$ cat src/turntable_regs.svh
// timing counts and encodings for the full auto sequencer
`ifndef TURNTABLE_REGS_SVH
`define TURNTABLE_REGS_SVH
`define CLK_HZ 200000000
`define SS_BLOCK_DELAY_US 1000
`define SS_BLOCK_CYCLES ((`SS_BLOCK_DELAY_US * (`CLK_HZ / 1000000)))
`define END_WINDOW_MS 1060
`define END_WINDOW_CYCLES (`END_WINDOW_MS * (`CLK_HZ / 1000))
`define END_EDGE_DELAY_CYCLES 16
`define PLUNGER_MS 2200
`define PLUNGER_CYCLES (`PLUNGER_MS * (`CLK_HZ / 1000))
`define REST_HOLD_MS 500
`define REST_HOLD_CYCLES (`REST_HOLD_MS * (`CLK_HZ / 1000))
`define DEBOUNCE_US 10 // short hold so a press settles fast; raise it for panels with slow contact bounce
`define DEBOUNCE_CYCLES (`DEBOUNCE_US * (`CLK_HZ / 1000000))
`define SIZE_30 2'h0
`define SIZE_25 2'h1
`define SIZE_17 2'h2
`endif

$ cat src/turntable_pkg.sv
// types shared by the full auto sequencer
package turntable_pkg;
  typedef struct packed {
    logic start_stop;
    logic lift;
    logic size;
    logic repeat_key;
  } keys_s;
  typedef struct packed {
    logic lift_up_ind;
    logic lift_down_ind;
    logic size30_ind;
    logic size25_ind;
    logic size17_ind;
    logic repeat_ind;
  } leds_s;
endpackage

$ cat src/turntable_full_auto_sequencer.sv
// full auto sequencer: return, end detector, lift, size ring and repeat
module turntable_full_auto_sequencer
  import turntable_pkg::*;
(
  input wire logic clock_i, // 200 MHz clock
  input wire logic rst_n_i, // power-on reset, active low
  input wire keys_s keys_i, // raw panel keys, high when pressed
  input wire logic arm_at_rest_i, // rest sensor, high at rest
  input wire logic lift_up_sw_i, // high when lift fully up
  input wire logic lift_lowered_i, // high when lift fully down
  input wire logic size_sensor_i, // selected size sensor blocked
  input wire logic end_sensor_i, // squared end-sensor signal
  output logic lift_motor_up_o, // drive lift upward
  output logic lift_motor_down_o, // drive lift downward
  output logic lead_in_drive_o, // carrier toward record
  output logic return_drive_o, // carrier toward rest
  output logic plunger_pulse_node_o, // plunger drive
  output logic platter_run_o, // platter motor on
  output logic locate_block_o, // inhibit manual locate
  output logic [1:0] size_sel_o, // size_count_bit1, size_count_bit0
  output leds_s leds_o // front-panel indicators
);
`include "turntable_regs.svh"

  localparam int unsigned DB_MAX = `DEBOUNCE_CYCLES;
  localparam int unsigned SS_MAX = `SS_BLOCK_CYCLES;
  localparam int unsigned WIN_MAX = `END_WINDOW_CYCLES;
  localparam int unsigned PL_MAX = `PLUNGER_CYCLES;
  localparam int unsigned RH_MAX = `REST_HOLD_CYCLES;
  localparam int unsigned ED_MAX = `END_EDGE_DELAY_CYCLES;

  // saturating-free counter step, shared by the 29-bit timers (start/stop block, rest hold, plunger, window)
  function automatic logic [28:0] step(input logic [28:0] c);
    step = c + 29'h1;
  endfunction

  // key conditioning: a key must hold steady before its state is taken
  logic [3:0] key_raw, key_stable_reg, key_prev_reg;
  logic [3:0] key_ev;
  logic [20:0] db_cnt_reg [4];
  assign key_raw = keys_i;
  always_ff @(posedge clock_i or negedge rst_n_i) begin
    if (!rst_n_i) begin
      key_stable_reg <= 4'h0;
      key_prev_reg <= 4'h0;
      for (int i = 0; i < 4; i++) db_cnt_reg[i] <= 21'h0;
    end else begin
      key_prev_reg <= key_stable_reg;
      for (int i = 0; i < 4; i++) begin
        if (key_raw[i] == key_stable_reg[i]) begin
          db_cnt_reg[i] <= 21'h0;
        end else if (db_cnt_reg[i] == 21'(DB_MAX - 1)) begin
          key_stable_reg[i] <= key_raw[i];
          db_cnt_reg[i] <= 21'h0;
        end else begin
          db_cnt_reg[i] <= db_cnt_reg[i] + 21'h1;
        end
      end
    end
  end
  assign key_ev = key_stable_reg & ~key_prev_reg; // one event per press
  wire ev_ss = key_ev[3];
  wire ev_lift = key_ev[2];
  wire ev_size = key_ev[1];
  wire ev_rep = key_ev[0];

  logic lead_in_reg, return_reg, repeat_reg, lift_up_reg;
  logic [1:0] size_reg;
  logic ss_block_reg;
  logic [28:0] ss_cnt_reg;
  logic plunger_reg, plunger_prev_reg;
  logic [28:0] pl_cnt_reg;
  logic descend;
  logic end_detect;
  logic rest_hold_reg;
  logic [28:0] rh_cnt_reg;
  logic size_prev_reg;
  wire auto_mode = lead_in_reg | return_reg;
  wire size_cross = size_sensor_i & ~size_prev_reg;

  // start/stop blocking: inputs ignored 1 ms after an automatic mode starts
  always_ff @(posedge clock_i or negedge rst_n_i) begin
    if (!rst_n_i) begin
      ss_cnt_reg <= 29'h0;
      ss_block_reg <= 1'b0;
    end else if (!auto_mode) begin
      ss_cnt_reg <= 29'h0;
      ss_block_reg <= 1'b0;
    end else if (!ss_block_reg) begin
      if (ss_cnt_reg == 29'(SS_MAX - 1)) ss_block_reg <= 1'b1;
      ss_cnt_reg <= step(ss_cnt_reg);
    end
  end

  // lead-in and return flip-flops; descend clears both
  always_ff @(posedge clock_i or negedge rst_n_i) begin
    if (!rst_n_i) begin
      lead_in_reg <= 1'b0;
      return_reg <= 1'b0;
    end else if (descend) begin
      lead_in_reg <= 1'b0;
      return_reg <= 1'b0;
    end else begin
      if (ev_ss && !ss_block_reg && arm_at_rest_i && !auto_mode) lead_in_reg <= 1'b1;
      if (ev_ss && !ss_block_reg && !arm_at_rest_i) return_reg <= 1'b1;
      else if (end_detect) return_reg <= 1'b1;
      else if (rest_hold_reg && rh_cnt_reg == 29'(RH_MAX - 1)) return_reg <= 1'b0;
    end
  end

  // rest hold: delay before return clears, carrier kept against rest
  always_ff @(posedge clock_i or negedge rst_n_i) begin
    if (!rst_n_i) begin
      rest_hold_reg <= 1'b0;
      rh_cnt_reg <= 29'h0;
    end else if (return_reg && arm_at_rest_i && lift_up_reg && !rest_hold_reg) begin
      rest_hold_reg <= 1'b1;
      rh_cnt_reg <= 29'h0;
    end else if (rest_hold_reg) begin
      if (!return_reg || rh_cnt_reg == 29'(RH_MAX - 1)) rest_hold_reg <= 1'b0;
      rh_cnt_reg <= step(rh_cnt_reg);
    end
  end

  // plunger one-shot; fires on lead-in, or return only with repeat on
  always_ff @(posedge clock_i or negedge rst_n_i) begin
    if (!rst_n_i) begin
      plunger_reg <= 1'b0;
      pl_cnt_reg <= 29'h0;
      size_prev_reg <= 1'b0;
      plunger_prev_reg <= 1'b0;
    end else begin
      size_prev_reg <= size_sensor_i;
      plunger_prev_reg <= plunger_reg;
      if (plunger_reg) begin
        if (pl_cnt_reg == 29'(PL_MAX - 1)) plunger_reg <= 1'b0;
        pl_cnt_reg <= step(pl_cnt_reg);
      end else if (size_cross && (lead_in_reg || (return_reg && repeat_reg))) begin
        plunger_reg <= 1'b1;
        pl_cnt_reg <= 29'h0;
      end
    end
  end
  assign descend = plunger_prev_reg & ~plunger_reg; // falling edge

  // lift flip-flop: key toggles, automatic clear/preset override
  always_ff @(posedge clock_i or negedge rst_n_i) begin
    if (!rst_n_i) begin
      lift_up_reg <= 1'b1;
    end else if (descend) begin
      lift_up_reg <= 1'b0;
    end else if (auto_mode && !plunger_reg) begin
      lift_up_reg <= 1'b1;
    end else if (ev_lift && !auto_mode) begin
      lift_up_reg <= ~lift_up_reg;
    end
  end

  // repeat flip-flop: cleared by start/stop off rest, toggle blocked during return
  always_ff @(posedge clock_i or negedge rst_n_i) begin
    if (!rst_n_i) begin
      repeat_reg <= 1'b0;
    end else if (ev_ss && !ss_block_reg && !arm_at_rest_i) begin
      repeat_reg <= 1'b0;
    end else if (ev_rep && !return_reg) begin
      repeat_reg <= ~repeat_reg;
    end
  end

  // size ring counter, held in automatic modes
  always_ff @(posedge clock_i or negedge rst_n_i) begin
    if (!rst_n_i) begin
      size_reg <= `SIZE_30;
    end else if (ev_size && !auto_mode) begin
      case (size_reg)
        `SIZE_30: size_reg <= `SIZE_25;
        `SIZE_25: size_reg <= `SIZE_17;
        default: size_reg <= `SIZE_30;
      endcase
    end
  end

  // end detector: delayed edge opens window, later edge inside it detects
  logic end_prev_reg, win_reg;
  logic [28:0] win_cnt_reg;
  logic [4:0] ed_cnt_reg;
  logic ed_pend_reg;
  wire end_rise = end_sensor_i & ~end_prev_reg;
  assign end_detect = end_rise & win_reg & ~lift_up_reg & ~return_reg;
  always_ff @(posedge clock_i or negedge rst_n_i) begin
    if (!rst_n_i) begin
      end_prev_reg <= 1'b0;
      win_reg <= 1'b0;
      win_cnt_reg <= 29'h0;
      ed_cnt_reg <= 5'h0;
      ed_pend_reg <= 1'b0;
    end else begin
      end_prev_reg <= end_sensor_i;
      if (lift_up_reg) begin
        win_reg <= 1'b0;
        ed_pend_reg <= 1'b0;
      end else begin
        if (end_rise) begin
          ed_pend_reg <= 1'b1; // slight delay before window
          ed_cnt_reg <= 5'h0;
        end else if (ed_pend_reg) begin
          ed_cnt_reg <= ed_cnt_reg + 5'h1;
          if (ed_cnt_reg == 5'(ED_MAX - 1)) begin
            ed_pend_reg <= 1'b0;
            win_reg <= 1'b1;
            win_cnt_reg <= 29'h0;
          end
        end
        if (win_reg && !(ed_pend_reg && ed_cnt_reg == 5'(ED_MAX - 1))) begin
          if (win_cnt_reg == 29'(WIN_MAX - 1)) win_reg <= 1'b0;
          win_cnt_reg <= step(win_cnt_reg);
        end
      end
    end
  end

  // registered outputs
  always_ff @(posedge clock_i or negedge rst_n_i) begin
    if (!rst_n_i) begin
      lift_motor_up_o <= 1'b0;
      lift_motor_down_o <= 1'b0;
      lead_in_drive_o <= 1'b0;
      return_drive_o <= 1'b0;
      plunger_pulse_node_o <= 1'b0;
      platter_run_o <= 1'b0;
      locate_block_o <= 1'b0;
      size_sel_o <= `SIZE_30;
      leds_o <= '0;
    end else begin
      lift_motor_up_o <= lift_up_reg & ~lift_up_sw_i;
      lift_motor_down_o <= ~lift_up_reg & ~lift_lowered_i;
      lead_in_drive_o <= lead_in_reg & lift_up_sw_i;
      return_drive_o <= return_reg & lift_up_sw_i; // holds against rest too
      plunger_pulse_node_o <= plunger_reg;
      platter_run_o <= ~arm_at_rest_i;
      locate_block_o <= auto_mode | ~lift_up_sw_i;
      size_sel_o <= size_reg;
      leds_o.lift_up_ind <= lift_up_reg;
      leds_o.lift_down_ind <= ~lift_up_reg;
      leds_o.size30_ind <= (size_reg == `SIZE_30);
      leds_o.size25_ind <= (size_reg == `SIZE_25);
      leds_o.size17_ind <= (size_reg == `SIZE_17);
      leds_o.repeat_ind <= repeat_reg;
    end
  end

  // checks
  property p_lift_ind;
    @(posedge clock_i) disable iff (!rst_n_i) !(leds_o.lift_up_ind && leds_o.lift_down_ind);
  endproperty
  a_lift_ind: assert property (p_lift_ind) else $error("both lift indicators lit");
  property p_ret_set;
    @(posedge clock_i) disable iff (!rst_n_i)
      (ev_ss && !ss_block_reg && !arm_at_rest_i && !descend) |=> return_reg && !repeat_reg;
  endproperty
  a_ret_set: assert property (p_ret_set) else $error("return not set by key");
  property p_no_plunger;
    @(posedge clock_i) disable iff (!rst_n_i)
      (size_cross && return_reg && !repeat_reg && !lead_in_reg && !plunger_reg) |=> !plunger_reg;
  endproperty
  a_no_plunger: assert property (p_no_plunger) else $error("plunger fired on plain return");
  property p_descend;
    @(posedge clock_i) disable iff (!rst_n_i) descend |=> !lift_up_reg && !return_reg && !lead_in_reg;
  endproperty
  a_descend: assert property (p_descend) else $error("descend did not lower lift");
  property p_size_hold;
    @(posedge clock_i) disable iff (!rst_n_i) auto_mode |=> $stable(size_reg) || !$past(auto_mode);
  endproperty
  a_size_hold: assert property (p_size_hold) else $error("size changed in auto mode");
  property p_win_up;
    @(posedge clock_i) disable iff (!rst_n_i) lift_up_reg |=> !win_reg;
  endproperty
  a_win_up: assert property (p_win_up) else $error("window open with lift up");
  property p_motor_up;
    @(posedge clock_i) disable iff (!rst_n_i) (lift_up_reg && !lift_up_sw_i) |=> lift_motor_up_o;
  endproperty
  a_motor_up: assert property (p_motor_up) else $error("lift not driven up");
  property p_motor_dn;
    @(posedge clock_i) disable iff (!rst_n_i) (!lift_up_reg && !lift_lowered_i) |=> lift_motor_down_o;
  endproperty
  a_motor_dn: assert property (p_motor_dn) else $error("lift not driven down");
  // carrier must not move back while the lift is still rising
  property p_ret_wait;
    @(posedge clock_i) disable iff (!rst_n_i) (return_reg && !lift_up_sw_i) |=> !return_drive_o;
  endproperty
  a_ret_wait: assert property (p_ret_wait) else $error("return drive before lift up");
  property p_platter_stop;
    @(posedge clock_i) disable iff (!rst_n_i) arm_at_rest_i |=> !platter_run_o;
  endproperty
  a_platter_stop: assert property (p_platter_stop) else $error("platter runs at rest");
  property p_end_set;
    @(posedge clock_i) disable iff (!rst_n_i) (end_detect && !descend) |=> return_reg;
  endproperty
  a_end_set: assert property (p_end_set) else $error("end detection did not start return");
  property p_replay;
    @(posedge clock_i) disable iff (!rst_n_i)
      (size_cross && return_reg && repeat_reg && !plunger_reg) |=> plunger_reg;
  endproperty
  a_replay: assert property (p_replay) else $error("plunger missed on repeat");
  property p_rep_frozen;
    @(posedge clock_i) disable iff (!rst_n_i)
      (return_reg && !ev_ss) |=> repeat_reg == $past(repeat_reg);
  endproperty
  a_rep_frozen: assert property (p_rep_frozen) else $error("repeat toggled during return");
  property p_lift_toggle;
    @(posedge clock_i) disable iff (!rst_n_i)
      (ev_lift && !auto_mode && !descend) |=> lift_up_reg != $past(lift_up_reg);
  endproperty
  a_lift_toggle: assert property (p_lift_toggle) else $error("lift key did not toggle");
  property p_size_step;
    @(posedge clock_i) disable iff (!rst_n_i)
      (ev_size && !auto_mode && size_reg == `SIZE_17) |=> size_reg == `SIZE_30;
  endproperty
  a_size_step: assert property (p_size_step) else $error("size ring did not wrap");
endmodule

$ cat config.mk
export PLATFORM = sky130hd
export DESIGN_NAME = turntable_full_auto_sequencer
export DESIGN_NICKNAME = d
export VERILOG_FILES = /design/src/turntable_pkg.sv /design/src/turntable_full_auto_sequencer.sv
export VERILOG_INCLUDE_DIRS = /design/src
export SDC_FILE = /design/constraint.sdc
export NUM_CORES = 1
export LEC_CHECK = 0
export BUFFER_PORTS_ARGS = -buffer_cell sky130_fd_sc_hd__buf_2
export CAP_MARGIN = 10
export CORE_ASPECT_RATIO = 1.5
export CORE_MARGIN = 2
export CORE_UTILIZATION = 50
export CTS_CLUSTER_SIZE = 10
export DETAILED_ROUTE_END_ITERATION = 8
export PLACE_DENSITY_LB_ADDON = 0.25
export SYNTH_ARGS = -nofsm -noshare
export SYNTH_HDL_FRONTEND = slang
export SYNTH_SLANG_ARGS = --single-unit
export TNS_END_PERCENT = 5
$ cat constraint.sdc
create_clock -name clock_i -period 7.1 [get_ports clock_i]
set_input_delay 1.42 -clock clock_i [delete_from_list [all_inputs] [get_ports clock_i]]
set_output_delay 1.42 -clock clock_i [all_outputs]
set_load 0.005 [all_outputs]
* Yosys cells after proc, flatten, opt, wreduce, memory -nomap -nowiden *
Cells that the tools add are included.

word-level totals
  register bits = 241
  input bits = 11
  logic and storage cells = 185

cells by class
  $add $sub $neg = 9
  eq/ne operators = 17
  muxes and demuxes = 51
  bitwise logic cells = 27
  reductions and logical operators = 41

operators with widths
  cell                                                                     count
  29-bit two-way mux                                                       10
  21-bit two-way mux                                                       8
  29-bit by 1-bit adder with 29-bit output, second input constant          4
  21-bit by 1-bit adder with 21-bit output, second input constant          4
  21-bit by 11-bit equality test with 1-bit output, second input constant  4
  1-bit two-way mux                                                        30
  29-bit by 18-bit equality test with 1-bit output, second input constant  1
  29-bit by 27-bit equality test with 1-bit output, second input constant  1
  29-bit by 28-bit equality test with 1-bit output, second input constant  1
  29-bit equality test, second input constant                              1
  1-bit logical AND                                                        16
  2-bit nonzero test                                                       7
  1-bit inverter                                                           13
  1-bit AND                                                                10
  5-bit two-way mux                                                        2
  2-bit AND reduction                                                      5
  1-bit zero test                                                          7
  5-bit by 1-bit adder with 5-bit output, second input constant            1
  5-bit by 4-bit equality test with 1-bit output, second input constant    1
  4-bit AND                                                                1
  1-bit equality test                                                      4
  4-bit inverter                                                           1
  2-bit one-hot mux with 2 select lines                                    1
  4-bit AND reduction                                                      1
  9 further kinds                                                          11

* Depth between registers and ports, before layout *
  depth after elaboration = 8
  gate-level depth with buffers = 9
  mapped depth without buffers = 7

* Least setup slack after synthesis *
Ideal clock, no wire load.

  kind = in2reg
  from = input end_sensor_i
  to = register win_cnt_reg[27]
  setup time = 0.078 ns
  data arrival time = 2.929 ns
  path slack = 4.093 ns
  stages on the path = 5
  cell sequence = and4b_1 -> or4_1 -> clkbuf_1 -> or4_1 -> a21oi_1

on the way
  word-level cells in the longest chain between the ends = 3

RTL lines
  item                                                       line                                  text
  start, declared                                            turntable_full_auto_sequencer.sv:12   input wire logic end_sensor_i,
  1-bit AND                                                  turntable_full_auto_sequencer.sv:188  wire end_rise = end_sensor_i & ~end_prev_reg;
  2-bit by 1-bit != test with 1-bit output (no source line)  --
  4-bit AND reduction (no source line)                       --
  end signal, assigned                                       turntable_full_auto_sequencer.sv:216  win_cnt_reg <= step(win_cnt_reg);
  end, declared                                              turntable_full_auto_sequencer.sv:185  logic [28:0] win_cnt_reg;

Every way passes these cells.
A chain may end at the register's enable or synchronous reset.

* Worst setup path in the final report *
  from = register ed_cnt_reg[0]
  to = register win_cnt_reg[19]

on the way
  word-level cells in the longest chain between the ends = 6
  elaborated cells on any way between the ends = 9
  classes of those cells = eq/ne: 2; mux: 1; reduce/logical: 6

RTL lines
  item                                                                                                    line                                                                        text
  start, declared                                                                                         turntable_full_auto_sequencer.sv:186                                        logic [4:0] ed_cnt_reg;
  start signal, assigned                                                                                  turntable_full_auto_sequencer.sv:207                                        ed_cnt_reg <= ed_cnt_reg + 5'h1;
  5-bit by 4-bit equality test with 1-bit output *                                                        turntable_full_auto_sequencer.sv:208, turntable_full_auto_sequencer.sv:214
  1-bit logical AND                                                                                       turntable_full_auto_sequencer.sv:214                                        if (win_reg && !(ed_pend_reg && ed_cnt_reg == 5'(ED_MAX - 1))) begin
  1-bit zero test                                                                                         turntable_full_auto_sequencer.sv:214
  1-bit logical AND                                                                                       turntable_full_auto_sequencer.sv:214
  2-bit by 1-bit != test with 1-bit output (no source line) / 2-bit nonzero test (equally long branches)  --
  4-bit AND reduction (no source line)                                                                    --

Every way passes the cells marked *; elsewhere a longest branch is shown, timed or not.

==> run_results.csv <==
group,metric,value,unit
cells_and_area,multi_input_comb_area,5570,um2
setup_path,critical_path.reg2reg.startpoint,"ed_cnt_reg[0]",
logic_synthesis,synth_edf_count,0,
setup_path,setup.reg_to_reg.worst_slack,4.11,ns
setup_path,r2r_end,"win_cnt_reg[19]",
power_and_ir_drop,power_per_cell_area,256,nW/um2
logic_synthesis,syn-num-nets,1245,
flow_run,drv.max_cap_violation_count,0,
placed_design,gp_congestion,0.800,
min_path,timing.hold.worst_endpoint,"size_sel_o[0]",
clock_tree,cts.sinks,241,
floorplanning,num_io_pins,26,
power_and_ir_drop,p_leak,5.48,nW
global_routing,grt_antenna_before_repair,1,
floorplanning,design.die.area,25100,um2
floorplanning,fp-row-count,69,
routing,remaining_routing_drc_violations,0,
clock_tree,tritoncts.num_buffers,28,
timing,slew_headroom,30.3,%
cells_and_area,fillers,2115,
timing,max_slew.worst_pin.slew,1.03,ns
timing,clock_skews,0.0183,ns
cells_and_area,largest_register_ffs,84,
floorplanning,die_h,193,um
routing,drt-wirelength-per-cell,15.7,um
setup_path,path_cells,"ha_1 -> and3_1 -> ha_1 -> and4b_1 -> or4_1 -> or4_1 -> a21oi_1",
min_path,worstHoldPathCells,0,
placed_design,dp_hpwl,16100,um
routing,postRouteWirelength,24400,um
clock_tree,worst_setup_hold_path_clk_slew,0.06,ns
setup_path,critical_path.max_stage_delay,0.78,ns
logic_synthesis,syn_inst_count,1224,
logic_synthesis,mappedNetlistArea,11900,um2
setup_path,start_kind,"flop",
logic_synthesis,synth.ff_latch_count,241,
setup_path,setup.worst_path.class,"flop to flop",
cells_and_area,final_nets,1257,
setup_path,cp_data_required_time,7.53,ns
cells_and_area,area_delta_synth_final,9.67,%
setup_path,timing.critical_path.slowest_stage_cell,"sky130_fd_sc_hd__or4_1",
logic_synthesis,synth_mux_area_share,4.05,%
cells_and_area,register_area,6030,um2
logic_synthesis,ys_async_sr_fraction,100,%
timing,final_hold_viol_count,0,
routing,first_iter_violations,623,
logic_synthesis,synth_flop_cell,"sky130_fd_sc_hd__dfrtp_1",
floorplanning,die_x,130,um
run_status,outcome,"completed",
clock_tree,cts_hold_buf,0,
global_routing,grt_pass1_vias,9322,
setup_path,endpoint_kind,"flop",
min_path,min-delay-start,"size_reg[0]",
clock_tree,cts-resized-gates,0,
clock_tree,cts-htree-levels,1,
logic_synthesis,syn_avg_cell_area,9.73,um2
power_and_ir_drop,vdd_ir_drop_max,0.206,mV
logic_synthesis,synthDistinctLibCells,57,
min_path,holdCritPathClass,"flop to flop",
routing,route.antenna.remaining_nets,0,
floorplanning,initial_utilization,50.5,%
timing,final.period_utilization,42.1,%
logic_synthesis,post_synth_fa_ha_maj_area_fraction,1.05,%
routing,detail_route.vias_per_cell,5.91,
clock_tree,clock_tree.root_cell,"sky130_fd_sc_hd__clkbuf_16",
timing,setup_viol,0,
power_and_ir_drop,power.total,0.00334,W
timing,maxSlewViolCount,0,
setup_path,worstPathMaxFanout,24,
logic_synthesis,synth_top_family_by_area,"simple AND/OR/NAND/NOR gates",
placed_design,placed_area,12300,um2
timing,rsz_0062_raised_after_global_routing,"false",
logic_synthesis,synth_compound_gate_area_share,9.64,%
setup_path,critical_path_arrival,3.43,ns
setup_path,worst_r2r_path_depth,7,
logic_synthesis,synth.yosys.seq_area_share,50.7,%
clock_tree,cts_max_path_buffers,3,
placed_design,numPortBuffers,25,
logic_synthesis,synth-simple-area-share,26.7,%
timing,setup_tns,0,ns
logic_synthesis,yosys.area_share.xor_xnor,5.22,%
floorplanning,floorplan_core_area,23600,um2
global_routing,grt_first_pass_wirelength,43100,um
global_routing,grt_max_degree,115,
cells_and_area,post_route_cells_drive_above_1_share,6.22,%
timing,finalHoldWorstSlack,0.441,ns
cells_and_area,post-route-cell-area,13100,um2
routing,routed-via-count,9204,
clock_tree,worstSkewPairLatency,0.54,ns
clock_tree,cts_tree,"yes",
global_routing,global_route.overflow_total,0,
timing,clock.fmax,334,MHz
logic_synthesis,yosys_warnings,0,
routing,drt-pass1-iter-count,5,
global_routing,grt_usage,20.4,%
timing,fin_crit,2.99,ns
clock_tree,cts_setup_buffers,0,
## cells in the mapped netlist (all sizes together) (37+ instances only)
cell type | instances | share of area (%)
dfrtp | 240 | 50
nand2 | 112 | 3.5
nor2 | 101 | 3.2
nand3 | 83 | 3.5
a21oi | 81 | 3.4
nand4 | 61 | 3.3
o21ai | 46 | 1.9
or4 | 46 | 2.9
clkbuf | 45 | 1.4
o31ai | 41 | 2.6
mux2i | 38 | 3.2
nor4 | 37 | 2.0
xor2 | 37 | 2.7
## power breakdown
part           leakage, nW  internal [W]  total, W  switching, W
registers             3.07       0.00153   0.00172      0.000196
logic                 2.04      0.000168  0.000372      0.000204
clock network        0.370      0.000725   0.00125      0.000523
total                 5.48       0.00242   0.00334      0.000923
## cells by family (layout without fill, tap and decap cells)
| group | count (synthesis) | after routing |
|---|---|---|
| flops | 241 | 241 |
| other cells | 0 | 1 |
| simple gates | 580 | 580 |
| xor+xnor | 71 | 71 |
| buf+inv | 81 | 95 |
| compound gates | 194 | 194 |
| mux | 47 | 47 |
| fa+ha+maj | 10 | 10 |
## metal layers
metal  wire length (um)  GRT usage [%]  vias up  part of all wire, %
li1                   -              -     4517                    -
met1              10800           25.6     4535                   44
met2              12300           36.1      108                   51
met3                642           2.59       44                  2.6
met4                622           7.03        0                  2.6
met5                  0              0        -                    0
## layout by cell type, fill, tap and decap left out, types with 37 or more instances in the layout
master / n
sky130_fd_sc_hd__dfrtp_1: 240
sky130_fd_sc_hd__nand2_1: 112
sky130_fd_sc_hd__nor2_1: 100
sky130_fd_sc_hd__nand3_1: 83
sky130_fd_sc_hd__a21oi_1: 81
sky130_fd_sc_hd__nand4_1: 59
sky130_fd_sc_hd__or4_1: 46
sky130_fd_sc_hd__o31ai_1: 41
sky130_fd_sc_hd__mux2i_1: 38
sky130_fd_sc_hd__xor2_1: 37
## layout make-up
class / instances / area share, %
timing repair buffer: 33 / 1.48
clock inverter: 1 / 0.0671
tap: 319 / 3.06
antenna: 1 / 0.0192
clock buffer: 31 / 5.69
inverter: 30 / 0.862
sequential: 241 / 46.2
multi-input combinational: 902 / 42.6
## critical path: cells and delay by family (launching register included)
family,cells,cell delay (ns)
compound gates,1,0.16
fa+ha+maj,2,0.47
flops,1,0.40
simple gates,4,1.85
## worst max path at each step
stage,from,to,cells after the start
4_1_cts,ed_cnt_reg[0],win_cnt_reg[19],7
3_5_place_dp,end_sensor_i,win_cnt_reg[27],5
2_1_floorplan,end_sensor_i,win_cnt_reg[27],5
3_3_place_gp,end_sensor_i,win_cnt_reg[23],5
5_1_grt,ed_cnt_reg[0],win_cnt_reg[15],7
6_report,ed_cnt_reg[0],win_cnt_reg[19],7
## per-stage QoR
step	cells	util [%]	setup slack [ns]
3_3_place_gp	1524	52.2	3.72
4_1_cts	1556	55.4	4.16
2_1_floorplan	1224	-	4.09
5_1_grt	1557	55.4	3.99
6_report	1558	55.4	4.11
3_5_place_dp	1524	52.2	3.69
(Power assumes the default switching activity.)
